`src/hdl/actuator_map_regs.vh`:
```
// Register offsets, legal ranges, reset values and timing counts of the actuator holding-register bank
`ifndef ACTUATOR_MAP_REGS_VH
`define ACTUATOR_MAP_REGS_VH
`define RA_TIME_OPEN_HI      16'h0010
`define RA_TIME_OPEN_LO      16'h0011
`define RA_TIME_CLOSED_HI    16'h0012
`define RA_TIME_CLOSED_LO    16'h0013
`define RA_POWERUP_HI        16'h0014
`define RA_POWERUP_LO        16'h0015
`define RA_SERIAL_HI         16'h0016
`define RA_SERIAL_LO         16'h0017
`define RA_ANALOG_VALUE      16'h0018
`define RA_FW_PROJECT        16'h0019
`define RA_FW_DOCUMENT       16'h001A
`define RA_FW_VERSION        16'h001B
`define RA_ACC_FAULTS        16'h001C
`define RA_RESERVED_0        16'h001D
`define RA_RESERVED_1        16'h001E
`define RA_VALVE_TYPE        16'h001F
`define RA_CONTROL_TYPE      16'h0020
`define RA_CONTROL_SOURCE    16'h0021
`define RA_FALLBACK_POS      16'h0022
`define RA_HYSTERESIS        16'h0023
`define RA_LOW_CLAMP         16'h0024
`define RA_SILENCE_TIMEOUT   16'h0025
`define RA_NODE_ADDRESS      16'h0026
`define RA_LINE_SPEED        16'h0027
`define FC_READ_HOLDING      8'h03
`define FC_WRITE_SINGLE      8'h06
`define FC_WRITE_MULTIPLE    8'h10
`define FC_EXCEPTION_FLAG    8'h80
`define EXC_ILLEGAL_FUNCTION 8'h01
`define EXC_ILLEGAL_ADDRESS  8'h02
`define EXC_SLAVE_FAILURE    8'h04
`define VALVE_TYPE_MAX       16'h0002
`define SOURCE_MAX           16'h0001
`define PERCENT_MAX          16'h0064
`define NODE_ADDR_MIN        16'h0001
`define NODE_ADDR_MAX        16'h00F7
`define LINE_SPEED_MIN       16'h0004
`define LINE_SPEED_MAX       16'h0006
`define SOURCE_SERIAL        16'h0000
`define RST_VALVE_TYPE       16'h0000
`define RST_SOURCE           16'h0000
`define RST_FALLBACK         16'h0000
`define RST_HYSTERESIS       16'h0000
`define RST_LOW_CLAMP        16'h0000
`define RST_TIMEOUT          16'h0000
`define RST_NODE_ADDRESS     16'h0001
`define RST_LINE_SPEED       16'h0004
`define CLK_FREQ_HZ          125000000
`define SECOND_S             1
`define SECOND_CYCLES        (`CLK_FREQ_HZ * `SECOND_S)
`define MINUTE_S             60
`define HOUR_S               3600
`endif

```
`src/hdl/actuator_modbus_register_map.v`:
```
// Holding-register bank of the valve actuator controller with write checks and loss-of-control logic
`timescale 1ns/1ns
`include "actuator_map_regs.vh"

// Summary of operation
// - Count open time, hours or minutes
// - Count closed time, same unit
// - Count successful power-ups, 32-bit read-only
// - Expose 32-bit serial number across two registers
// - Report scaled analog input reading
// - Version word: whole byte high, fraction low
// - Accumulated fault flags latch, stay sticky
// - Reserved registers read as zero
// - Valve type accepts 0 to 2 only
// - Control type reads 0 on/off, 1 proportional
// - Control source 0 serial, 1 local
// - Serial faults suppressed when link not source
// - Apply fallback position when active source fails
// - Ignore local demand changes within hysteresis band, except to 0 or 100
// - Demands below low clamp become zero
// - Serial source needs messages within timeout
// - Zero timeout disables; resumed messages clear fault
// - Node address 1 to 247; power-up adopts reset value 1, not the written one
// - Line speed 4 to 6; power-up adopts reset value 4, not the written one
// - Writable registers take 0x10/0x06/0x03; read-only 0x03
// - Refusal returns function plus 0x80 and code
module actuator_modbus_register_map #(
  parameter [31:0] SECOND_CYCLES  = `SECOND_CYCLES,  // Clock cycles per second, shorten in simulation
  parameter [31:0] SERIAL_NUMBER  = 32'h0000_0001,   // Arbitrary serial number value
  parameter [15:0] PROJECT_ID     = 16'h0001,        // Arbitrary identity value
  parameter [15:0] DOCUMENT_ID    = 16'h0002,        // Arbitrary identity value
  parameter [15:0] FW_VERSION     = 16'h0100,        // Version 1.00, whole byte high, fraction low
  parameter        MINUTE_UNITS   = 1,               // 1 counts minutes, 0 counts hours
  parameter [15:0] CONTROL_TYPE   = 16'h0001         // 0 on/off, 1 proportional
) (
  input  wire        clk_in,               // 125 MHz system clock
  input  wire        arst_n_in,            // Asynchronous reset, active low
  input  wire        req_valid_in,         // One-cycle pulse: decoded request for this node
  input  wire [7:0]  req_function_in,      // Function code of the request
  input  wire [15:0] req_address_in,       // Register address
  input  wire [15:0] req_data_in,          // Write data
  input  wire        req_pair_read_in,     // Read also covers the following address
  input  wire        msg_seen_in,          // Pulse: valid addressed message received
  input  wire        demand_write_in,      // Pulse: new serial position demand
  input  wire [15:0] demand_serial_in,     // Serial position demand, percent
  input  wire [15:0] demand_local_in,      // Local position demand, percent
  input  wire [15:0] analog_scaled_in,     // Scaled analog reading
  input  wire        analog_fail_in,       // Analog uncalibrated or below threshold
  input  wire [15:0] fault_flags_in,       // Live fault flags, same map as sticky copy
  input  wire [15:0] nv_fault_flags_in,    // Sticky flags restored from non-volatile store
  input  wire [31:0] nv_time_open_in,      // Restored open-time count
  input  wire [31:0] nv_time_closed_in,    // Restored closed-time count
  input  wire [31:0] nv_powerup_in,        // Restored power-up count
  input  wire        powerup_ok_in,        // Pulse: power-up completed successfully
  input  wire [15:0] position_in,          // Actual valve position, percent
  output reg         rsp_valid_out,        // Pulse: answer ready
  output reg  [7:0]  rsp_function_out,     // Echoed function, or with 0x80 on refusal
  output reg  [7:0]  rsp_exception_out,    // Exception code on refusal
  output reg  [15:0] rsp_data_out,         // Read data, first word
  output reg  [15:0] rsp_data2_out,        // Second word of a paired read
  output reg  [15:0] demand_out,           // Demand passed to position controller
  output reg         link_fault_out,       // Serial silence fault
  output reg  [15:0] acc_faults_out,       // Sticky fault flags for non-volatile store
  output reg  [7:0]  active_address_out,   // Bus address adopted at power-up
  output reg  [2:0]  active_speed_out,     // Line speed adopted at power-up
  output reg  [1:0]  valve_type_out,       // Valve type setting
  output reg         source_local_out      // Control source is local signals
);

  // Writable settings
  reg [15:0] valve_type_r;
  reg [15:0] source_r;
  reg [15:0] fallback_r;
  reg [15:0] hysteresis_r;
  reg [15:0] low_clamp_r;
  reg [15:0] timeout_r;
  reg [15:0] node_addr_r;
  reg [15:0] line_speed_r;
  // Statistics counters
  reg [31:0] time_open_r;
  reg [31:0] time_closed_r;
  reg [31:0] powerup_r;
  // Timing state
  reg [31:0] sec_div_r;
  reg [15:0] open_sec_r;
  reg [15:0] closed_sec_r;
  reg [15:0] silence_r;
  reg        loaded_r;                     // Counters and settings loaded after reset
  reg [15:0] held_demand_r;                // Last demand accepted through hysteresis

  // Once-a-second enable pulse
  wire sec_tick = (sec_div_r == SECOND_CYCLES - 32'd1);
  wire serial_src = (source_r == `SOURCE_SERIAL);
  // Unit length in seconds, minutes or hours
  wire [15:0] unit_secs = MINUTE_UNITS ? 16'd`MINUTE_S : 16'd`HOUR_S;

  // Read-only address classification
  function is_ro;
    input [15:0] a;
    begin
      is_ro = (a >= `RA_TIME_OPEN_HI && a <= `RA_RESERVED_1) ||
              a == `RA_CONTROL_TYPE;
    end
  endfunction

  // Writable address classification
  function is_rw;
    input [15:0] a;
    begin
      is_rw = a == `RA_VALVE_TYPE || (a >= `RA_CONTROL_SOURCE && a <= `RA_LINE_SPEED);
    end
  endfunction

  // Register read mux; pair halves come from the same cycle so both words match
  function [15:0] rd;
    input [15:0] a;
    begin
      case (a)
        `RA_TIME_OPEN_HI:    rd = time_open_r[31:16];
        `RA_TIME_OPEN_LO:    rd = time_open_r[15:0];
        `RA_TIME_CLOSED_HI:  rd = time_closed_r[31:16];
        `RA_TIME_CLOSED_LO:  rd = time_closed_r[15:0];
        `RA_POWERUP_HI:      rd = powerup_r[31:16];
        `RA_POWERUP_LO:      rd = powerup_r[15:0];
        `RA_SERIAL_HI:       rd = SERIAL_NUMBER[31:16];
        `RA_SERIAL_LO:       rd = SERIAL_NUMBER[15:0];
        `RA_ANALOG_VALUE:    rd = analog_scaled_in;
        `RA_FW_PROJECT:      rd = PROJECT_ID;
        `RA_FW_DOCUMENT:     rd = DOCUMENT_ID;
        `RA_FW_VERSION:      rd = FW_VERSION;
        `RA_ACC_FAULTS:      rd = acc_faults_out;
        `RA_CONTROL_TYPE:    rd = CONTROL_TYPE;
        `RA_VALVE_TYPE:      rd = valve_type_r;
        `RA_CONTROL_SOURCE:  rd = source_r;
        `RA_FALLBACK_POS:    rd = fallback_r;
        `RA_HYSTERESIS:      rd = hysteresis_r;
        `RA_LOW_CLAMP:       rd = low_clamp_r;
        `RA_SILENCE_TIMEOUT: rd = timeout_r;
        `RA_NODE_ADDRESS:    rd = node_addr_r;
        `RA_LINE_SPEED:      rd = line_speed_r;
        default:             rd = 16'h0000;
      endcase
    end
  endfunction

  // Range check per writable register
  function in_range;
    input [15:0] a;
    input [15:0] d;
    begin
      case (a)
        `RA_VALVE_TYPE:     in_range = d <= `VALVE_TYPE_MAX;
        `RA_CONTROL_SOURCE: in_range = d <= `SOURCE_MAX;
        `RA_FALLBACK_POS:   in_range = d <= `PERCENT_MAX;
        `RA_HYSTERESIS:     in_range = d <= `PERCENT_MAX;
        `RA_NODE_ADDRESS:   in_range = d >= `NODE_ADDR_MIN && d <= `NODE_ADDR_MAX;
        `RA_LINE_SPEED:     in_range = d >= `LINE_SPEED_MIN && d <= `LINE_SPEED_MAX;
        default:            in_range = 1'b1;
      endcase
    end
  endfunction

  // Request decode: legal write, or exception code
  reg        is_write;
  reg        wr_ok;
  reg [7:0]  exc_code;
  always @* begin
    is_write = (req_function_in == `FC_WRITE_SINGLE) ||
               (req_function_in == `FC_WRITE_MULTIPLE);
    wr_ok    = 1'b0;
    exc_code = 8'h00;
    if (req_function_in == `FC_READ_HOLDING) begin
      // Reads allowed on any mapped address
      if (!is_ro(req_address_in) && !is_rw(req_address_in))
        exc_code = `EXC_ILLEGAL_ADDRESS;
    end else if (is_write) begin
      // Read-only registers refuse writes
      if (!is_rw(req_address_in))
        exc_code = `EXC_ILLEGAL_ADDRESS;
      else if (!in_range(req_address_in, req_data_in))
        exc_code = `EXC_SLAVE_FAILURE;
      else
        wr_ok = 1'b1;
    end else begin
      exc_code = `EXC_ILLEGAL_FUNCTION;
    end
  end

  // Answer path, registered
  always @(posedge clk_in or negedge arst_n_in) begin
    if (!arst_n_in) begin
      rsp_valid_out     <= 1'b0;
      rsp_function_out  <= 8'h00;
      rsp_exception_out <= 8'h00;
      rsp_data_out      <= 16'h0000;
      rsp_data2_out     <= 16'h0000;
    end else begin
      rsp_valid_out <= req_valid_in;
      if (req_valid_in) begin
        // Refusal marks the function field
        rsp_function_out  <= (exc_code != 8'h00) ? (req_function_in | `FC_EXCEPTION_FLAG) : req_function_in;
        rsp_exception_out <= exc_code;
        rsp_data_out      <= is_write ? req_data_in : rd(req_address_in);
        // Both pair words taken in one cycle for coherence
        rsp_data2_out     <= req_pair_read_in ? rd(req_address_in + 16'h0001) : 16'h0000;
      end
    end
  end

  // Settings registers
  always @(posedge clk_in or negedge arst_n_in) begin
    if (!arst_n_in) begin
      valve_type_r <= `RST_VALVE_TYPE;
      source_r     <= `RST_SOURCE;
      fallback_r   <= `RST_FALLBACK;
      hysteresis_r <= `RST_HYSTERESIS;
      low_clamp_r  <= `RST_LOW_CLAMP;
      timeout_r    <= `RST_TIMEOUT;
      node_addr_r  <= `RST_NODE_ADDRESS;
      line_speed_r <= `RST_LINE_SPEED;
    end else if (req_valid_in && wr_ok) begin
      case (req_address_in)
        `RA_VALVE_TYPE:      valve_type_r <= req_data_in;
        `RA_CONTROL_SOURCE:  source_r     <= req_data_in;
        `RA_FALLBACK_POS:    fallback_r   <= req_data_in;
        `RA_HYSTERESIS:      hysteresis_r <= req_data_in;
        `RA_LOW_CLAMP:       low_clamp_r  <= req_data_in;
        `RA_SILENCE_TIMEOUT: timeout_r    <= req_data_in;
        `RA_NODE_ADDRESS:    node_addr_r  <= req_data_in;
        `RA_LINE_SPEED:      line_speed_r <= req_data_in;
        default:             valve_type_r <= valve_type_r;
      endcase
    end
  end

  // Second divider, minute or hour dividers and statistics counters
  always @(posedge clk_in or negedge arst_n_in) begin
    if (!arst_n_in) begin
      sec_div_r      <= 32'h0000_0000;
      open_sec_r     <= 16'h0000;
      closed_sec_r   <= 16'h0000;
      time_open_r    <= 32'h0000_0000;
      time_closed_r  <= 32'h0000_0000;
      powerup_r      <= 32'h0000_0000;
      loaded_r       <= 1'b0;
      acc_faults_out <= 16'h0000;
      active_address_out <= 8'h00;
      active_speed_out   <= 3'h0;
    end else if (!loaded_r) begin
      // Restore stored values and adopt link settings once after reset
      loaded_r           <= 1'b1;
      time_open_r        <= nv_time_open_in;
      time_closed_r      <= nv_time_closed_in;
      powerup_r          <= nv_powerup_in;
      acc_faults_out     <= nv_fault_flags_in;
      active_address_out <= node_addr_r[7:0];
      active_speed_out   <= line_speed_r[2:0];
    end else begin
      sec_div_r <= sec_tick ? 32'h0000_0000 : sec_div_r + 32'd1;
      // Sticky accumulation; live flags only ever add bits
      acc_faults_out <= acc_faults_out | fault_flags_in |
                        {15'h0000, link_fault_out};
      if (powerup_ok_in)
        powerup_r <= powerup_r + 32'd1;
      if (sec_tick) begin
        // Fully open time
        if (position_in == `PERCENT_MAX) begin
          if (open_sec_r == unit_secs - 16'd1) begin
            open_sec_r  <= 16'h0000;
            time_open_r <= time_open_r + 32'd1;
          end else
            open_sec_r <= open_sec_r + 16'd1;
        end
        // Fully closed time
        if (position_in == 16'h0000) begin
          if (closed_sec_r == unit_secs - 16'd1) begin
            closed_sec_r  <= 16'h0000;
            time_closed_r <= time_closed_r + 32'd1;
          end else
            closed_sec_r <= closed_sec_r + 16'd1;
        end
      end
    end
  end

  // Silence supervision on the serial link
  always @(posedge clk_in or negedge arst_n_in) begin
    if (!arst_n_in) begin
      silence_r      <= 16'h0000;
      link_fault_out <= 1'b0;
    end else if (msg_seen_in || timeout_r == 16'h0000 || !serial_src) begin
      // Message resumes link, zero disables, local source masks fault
      silence_r      <= 16'h0000;
      link_fault_out <= 1'b0;
    end else if (sec_tick) begin
      // Last second of silence
      if (silence_r >= timeout_r - 16'd1)
        link_fault_out <= 1'b1;
      else
        silence_r <= silence_r + 16'd1;
    end
  end

  // Demand selection, fallback, hysteresis and low clamp
  reg [15:0] raw_demand;
  reg [15:0] diff;
  reg [15:0] banded;
  always @* begin
    // Source picks the demand
    raw_demand = serial_src ? demand_serial_in : demand_local_in;
    diff   = (raw_demand > held_demand_r) ? raw_demand - held_demand_r : held_demand_r - raw_demand;
    // Full band still lets the end points through
    banded = (diff >= hysteresis_r || raw_demand == 16'h0000 || raw_demand == `PERCENT_MAX)
             ? raw_demand : held_demand_r;
    if ((serial_src && link_fault_out) || (!serial_src && analog_fail_in))
      banded = fallback_r;
  end

  always @(posedge clk_in or negedge arst_n_in) begin
    if (!arst_n_in) begin
      held_demand_r    <= 16'h0000;
      demand_out       <= 16'h0000;
      valve_type_out   <= 2'h0;
      source_local_out <= 1'b0;
    end else begin
      // Refreshed serial demand adopted right away
      if (serial_src && demand_write_in)
        held_demand_r <= demand_serial_in;
      else
        held_demand_r <= banded;
      // Clamp applies after the band
      demand_out       <= (banded < low_clamp_r) ? 16'h0000 : banded;
      valve_type_out   <= valve_type_r[1:0];
      source_local_out <= !serial_src;
    end
  end

endmodule // actuator_modbus_register_map

```
`config.mk`:
```
export PLATFORM = sky130hd
export DESIGN_NAME = actuator_modbus_register_map
export DESIGN_NICKNAME = d
export VERILOG_FILES = /design/src/hdl/actuator_modbus_register_map.v
export VERILOG_INCLUDE_DIRS = /design/src /design/src/hdl
export SDC_FILE = /design/constraint.sdc
export NUM_CORES = 1
export LEC_CHECK = 0
export ABC_AREA = 1
export BUFFER_PORTS_ARGS = -buffer_cell sky130_fd_sc_hd__clkbuf_2
export CAP_MARGIN = 20
export CELL_PAD_IN_SITES_DETAIL_PLACEMENT = 0
export CELL_PAD_IN_SITES_GLOBAL_PLACEMENT = 2
export CORE_MARGIN = 1
export CORE_UTILIZATION = 34
export CTS_CLUSTER_DIAMETER = 60
export DETAILED_ROUTE_END_ITERATION = 10
export GPL_ROUTABILITY_DRIVEN = 0
export GPL_TIMING_DRIVEN = 0
export PLACE_DENSITY_LB_ADDON = 0.1
export SETUP_SLACK_MARGIN = 0.02
export SLEW_MARGIN = 20
export SYNTH_ARGS = -nofsm -noshare
export SYNTH_HDL_FRONTEND = slang
export SYNTH_SLANG_ARGS = --single-unit
export TNS_END_PERCENT = 1
```
`constraint.sdc`:
```
create_clock -name clk_in -period 7.7 [get_ports clk_in]
set_input_delay 0 -clock clk_in [delete_from_list [all_inputs] [get_ports clk_in]]
set_output_delay 0 -clock clk_in [all_outputs]
set_load 0.01 [all_outputs]
```
After elaboration in Yosys (flattened, before gate mapping) --
Index checks and enable logic that the tools add are counted.
Cells by class: reductions and logical operators 44, $lt $le $gt $ge 15, equality and inequality tests 57, add/subtract/negate cells 11, bitwise operators 2, multiplexer cells 44
Operators with widths (count):
- 16-bit one-hot mux with 19 select lines | 2
- 16-bit by 5-bit equality test with 1-bit output, second input constant | 26
- 32-bit two-way mux | 11
- 16-bit by 6-bit equality test with 1-bit output, second input constant | 18
- 16-bit two-way mux | 14
- 32-bit by 1-bit adder with 32-bit output, second input constant | 4
- 16-bit by 1-bit adder with 16-bit output, second input constant | 4
- 16-bit logical NOT | 4
- 16-bit by 7-bit equality test with 1-bit output, second input constant | 2
- 32-bit by 27-bit equality test with 1-bit output, second input constant | 1
- 16-bit >= comparator | 2
- 8-bit two-way mux | 4
- 16-bit subtractor | 2
- 2-bit AND reduction | 10
- 16-bit by 1-bit >= comparator with 1-bit output, second input constant | 1
- 16-bit by 3-bit >= comparator with 1-bit output, second input constant | 1
- 16-bit by 5-bit >= comparator with 1-bit output, second input constant | 1
- 16-bit by 6-bit >= comparator with 1-bit output, second input constant | 1
- 16-bit > comparator | 1
- 16-bit by 1-bit <= comparator with 1-bit output, second input constant | 1
- 16-bit by 2-bit <= comparator with 1-bit output, second input constant | 1
- 16-bit by 3-bit <= comparator with 1-bit output, second input constant | 1
- 16-bit by 5-bit <= comparator with 1-bit output, second input constant | 1
- 16-bit by 6-bit <= comparator with 1-bit output, second input constant | 1
- 23 further kinds | 59
Storage, ports and cells: output and inout bits 96, input bits 240, logic and storage cells 202, bits in registers 417

Depth between registers and ports, before layout --
depth after elaboration 12, gate-level depth with buffers 47, gate-level depth less buffers 44

Least setup slack after synthesis --
OpenSTA, ideal clock, no wires.
path kind reg2reg, start point reg source_r[15], end point reg demand_out[10], stages on the path, launching flop included 41, clock period less this slack 6.241 ns, data required time 7.558 ns, setup slack 1.459 ns, path buffers 4, data arrival time 6.100 ns, library setup time 0.142 ns, cells stage by stage dfrtp_1 nor2_1 nand2_1 nor2_1 buf_2 nand3_1 nand2_1 inv_1 ha_1 fa_1 o21ai_0 nand2_1 nand2_1 inv_1 o21ai_0 nand2_1 o2111ai_1 nand2_1 [5 not listed] ha_1 nand2_1 nor2_1 nand2_1 o21ai_0 nor2_1 nand2_1 clkbuf_1 o211ai_1 o21ai_0 inv_1 ha_1 a21oi_1 nor2_1 a211oi_1 o221a_2 clkbuf_1 a21oi_2
Between the ends: longest elaborated chain between the ends 11, elaborated cells on any way between the ends 19, classes of those cells add/sub (2); order compare (3); eq/ne (1); mux (5); reduce/logical (8)
Ends and longest elaborated chain:
- start, declared | line actuator_modbus_register_map.v:72 | reg [15:0] source_r;
- start signal, assigned | line actuator_modbus_register_map.v:214 | source_r <= `RST_SOURCE;
- start signal, assigned | line actuator_modbus_register_map.v:224 | `RA_CONTROL_SOURCE: source_r <= req_data_in;
- 16-bit logical NOT (no source line) (*)
- 16-bit two-way mux | line actuator_modbus_register_map.v:310 | raw_demand = serial_src ? demand_serial_in : demand_local_in;
- 16-bit subtractor / 16-bit > comparator (equally long branches) | line actuator_modbus_register_map.v:311 | diff = (raw_demand > held_demand_r) ? raw_demand - held_demand_r : held_demand_r - raw_demand;
- 16-bit two-way mux | line actuator_modbus_register_map.v:311
- 16-bit >= comparator | line actuator_modbus_register_map.v:313 | banded = (diff >= hysteresis_r || raw_demand == 16'h0000 || raw_demand == `PERCENT_MAX)
- 1-bit logical OR | line actuator_modbus_register_map.v:313
- 1-bit logical OR (no source line)
- 16-bit two-way mux | line actuator_modbus_register_map.v:313
- 16-bit two-way mux (*) | line actuator_modbus_register_map.v:315 | if ((serial_src && link_fault_out) || (!serial_src && analog_fail_in))
- 16-bit < comparator | line actuator_modbus_register_map.v:332 | demand_out <= (banded < low_clamp_r) ? 16'h0000 : banded;
- 16-bit two-way mux (*) | line actuator_modbus_register_map.v:332
- end signal, assigned | line actuator_modbus_register_map.v:332
- end, declared | line actuator_modbus_register_map.v:61 | output reg [15:0] demand_out,
Mark *: on every way between the ends. The rest lies on a longest branch, timed or not. A chain may end at the register's enable or synchronous reset.

Worst setup path after layout --
start point reg source_r[15], end point reg demand_out[12]
The elaborated chain is that of the path after synthesis.

==> flow_summary.toml <==
[synth]
ys_ff_latch = 412
synth_top_flop_cell = "dfrtp_1"
synth_area_um2 = 26500
synth_edf_count = 0
synth_mux_area_frac = 0.00151
synth.distinct_cells = 71
synth.top_cell.area_share = 0.387
async_flop_share = 1.00
synth_cells = 3581
synth_largest_area_cell = "dfrtp_1"
synthAdderAreaFrac = 0.0421
yosysWarnings = 0
synthSimpleGateAreaFrac = 0.246
synth_top_family_by_area = "simple AND/OR/NAND/NOR gates"
ys_seq_area_frac = 0.389
synth_compound_area_frac = 0.182
yosys-top-cells-area = "dfrtp_1 39%, nand2_1 11%, inv_1 7.8%"
synth_area_per_cell_um2 = 7.40
synth_xor_area_frac = 0.0350

[worst_setup_path]
critPathSlowestCell = "dfrtp_1"
r2r.worst_path.cells = 41
critPathLaunchType = "flop"
cp_slowest_stage_delay_ns = 0.46
reg2reg_to = "demand_out[12]"
worstPathRequired_ns = 8.19
ff2ff_setup_slack_ns = 0.64
path_max_fanout = 10
cp.arrival_ns = 7.55
crit_path_end_kind = "flop"
critical_path_class = "reg -> reg"
rr_startpoint = "source_r[15]"

[route]
drt-total-wl_mm = 125
dr.pass1.iters = 6
drt-initial-drc-count = 2588
wire_per_inst_um = 23.7
ant_nets = 0
num_vias = 28400
drc = 0
post_drt_via_cell_ratio = 5.38

[power_and_ir_drop]
total_power_mw = 7.49
p_leak_nw = 16.4
ir_worst_vdd_v = 0.000167
powerDensity_nw_per_um2 = 221

[sta]
tns_ns = 0
hold_violations = 0
max_freq_ghz = 0.142
fin_skew_ns = 0.0149
drv_slew = 0
relSlewSlack = 0.274
rsz0062_at_grt = "false"
period_needed_ns = 7.06
setup_violations = 0
fin_crit_sh = 0.917
tightest_slew_ns = 1.09

[final_layout]
final_util = 0.438
fin_nets = 4515
final_cell_area_um2 = 33800
multiInputGateArea_um2 = 13500
fillCellCount = 8267
area_growth_pct = 27.7
layout-drive-gt1-share = 0.143
regArea_um2 = 10300

[global_route]
antenna_found_initial = 0
grt_pass1_wl_mm = 182
grt_pass1_vias = 27300
grt-ovfl-total = 0
grt_max_degree = 87
groute.usage.overall = 0.313

[clocking]
cts_buffer_depth = 3
cts_tree = "yes"
numCtsBuffers = 58
clkSinkCount = 412
clk_pin_slew_ns = 0.06
clk_latency_ns = 0.64
ctsRootBufferMaster = "clkbuf_16"
cts_max_level = 2

[hold_path]
hp-start = "demand_write_in"
hold_path.class = "in -> reg"
min_to = "held_demand_r[13]"
hold_path_depth = 6

[run]
cap_viol_max_count = 0

[floorplan]
initial_core_util = 0.343
die_w_um = 281
dieArea_um2 = 79100
core_um2 = 77300
num_io_pins = 336
num_rows = 102
fp.dieH_um = 281

[placement]
hpwl_mm = 100
place_area_um2 = 29600
io_buffer_count = 329

[status]
outcome = "completed"
[layout make-up]
class / instances / share of cell area
multi-input combinational: 2470 / 0.400
timing repair buffer: 542 / 0.115
sequential: 412 / 0.305
tap: 1040 / 0.0385
antenna: 1 / 0.0000739
clock buffer: 73 / 0.0475
inverter: 577 / 0.0640
clock inverter: 34 / 0.0133
buffer: 126 / 0.0175
[power breakdown]
part / leakage [nW] / internal, mW / switching (mW) / total [mW]
Combinational: 10.0 / 0.780 / 1.37 / 2.15
Clock: 1.00 / 1.73 / 1.14 / 2.87
Sequential: 5.33 / 2.32 / 0.147 / 2.46
Total: 16.4 / 4.83 / 2.66 / 7.49
[logic make-up (layout without fill, tap and decap cells)]
kind of cell             Yosys count  after routing
AO/OA/AOI/OAI                    784            784
XOR/XNOR                         106            106
adder cells (fa/ha/maj)           88             88
buffers and inverters            703           1352
flip-flops                       412            412
multiplexers                       4              4
other                              2              7
AND/OR/NAND/NOR                 1482           1482
[how the worst max path moves through the flow]
stage                            start                   to  cells after the start
after global routing      source_r[15]       demand_out[12]                     41
after floorplan           source_r[15]       demand_out[10]                     40
after global placement       arst_n_in  rsp_function_out[5]                      1
final                     source_r[15]       demand_out[12]                     41
after CTS                 source_r[15]        demand_out[8]                     41
after detailed placement  source_r[15]        demand_out[6]                     41
[state kept, by name, summed over array words and instances, names as in the netlist, 8 cells and up]
register and count:
line_speed_r 16, closed_sec_r 16, timeout_r 16, rsp_data_out 16
rsp_data2_out 16, low_clamp_r 16, powerup_r 32, held_demand_r 16
time_open_r 32, silence_r 16, time_closed_r 32, valve_type_r 16
rsp_function_out 8, fallback_r 16, demand_out 16, open_sec_r 16
source_r 16, node_addr_r 16, acc_faults_out 16, sec_div_r 32
active_address_out 8, hysteresis_r 16
[timing repair]
action,4_1_cts,5_1_grt
hold buffers,202,0
buffers inserted,1,5
endpoints found under the hold margin,338,0
resized for setup,14,28
pin swaps,1,4
setup endpoints to repair,16,16
[cells in the mapped netlist (11+ instances only)]
library cell,number
o22ai_1,181
buf_1,11
xnor2_1,13
clkbuf_1,71
a21oi_1,118
xor2_1,93
a22oi_1,21
nor4_1,54
nand3_1,141
nand2_1,797
o2111ai_1,22
a31oi_1,23
inv_1,554
o21ai_1,63
inv_2,17
nand4_1,55
o21ai_0,206
o211ai_1,29
nor2_1,263
o221ai_1,14
buf_2,33
nor3_2,11
a211oi_1,20
nor3_1,101
dfrtp_1,410
nand2_2,12
ha_1,86
o31ai_1,18
[through the flow]
| stage | hold WS [ns] | setup slack, ns | instances |
|---|---|---|---|
| after detailed placement | -0.0436 | -0.767 | 4959 |
| final | 0.0221 | 0.642 | 5275 |
| after floorplan | -0.296 | 1.46 | 3585 |
| after global placement | 0.122 | -3.79 | 4954 |
| after CTS | 0.000652 | 0.0419 | 5269 |
| after global routing | 0.0571 | 0.0215 | 5274 |
[per-layer routing]
layer / global-route usage / share of wire / up-vias
met5: 0 / 0 / -
met4: 0.134 / 0.049 / 0
met3: 0.0569 / 0.076 / 297
met2: 0.475 / 0.43 / 1247
met1: 0.435 / 0.44 / 13600
li1: - / - / 13200
[cell usage in the layout (no fill, tap or decap), types with 22 or more instances in the layout]
| master | Yosys | final |
|---|---|---|
| nor4_1 | 54 | 54 |
| o21ai_1 | 63 | 67 |
| buf_2 | 33 | 32 |
| nor3_1 | 101 | 100 |
| clkbuf_2 | 0 | 330 |
| o2111ai_1 | 22 | 22 |
| clkbuf_1 | 71 | 71 |
| o22ai_1 | 181 | 181 |
| clkbuf_16 | 0 | 58 |
| nor2_1 | 263 | 262 |
| inv_1 | 554 | 554 |
| ha_1 | 86 | 85 |
| dlygate4sd3_1 | 0 | 201 |
| o211ai_1 | 29 | 29 |
| dfrtp_1 | 410 | 410 |
| o21ai_0 | 206 | 195 |
| nand3_1 | 141 | 141 |
| a21oi_1 | 118 | 118 |
| xor2_1 | 93 | 93 |
| a31oi_1 | 23 | 23 |
| nand2_1 | 797 | 795 |
| nand4_1 | 55 | 55 |
[worst max-delay path: cells and delay by family, from the launching register on]
family / cells / cell delay [ns]
adders and majority gates: 4 / 1.16
DFF: 1 / 0.46
and+or+nand+nor: 14 / 1.60
xor gates and xnor gates: 1 / 0.27
buffers and inverters: 9 / 1.36
AOI/OAI and AO/OA: 13 / 2.00
(Power assumes the default switching activity.)
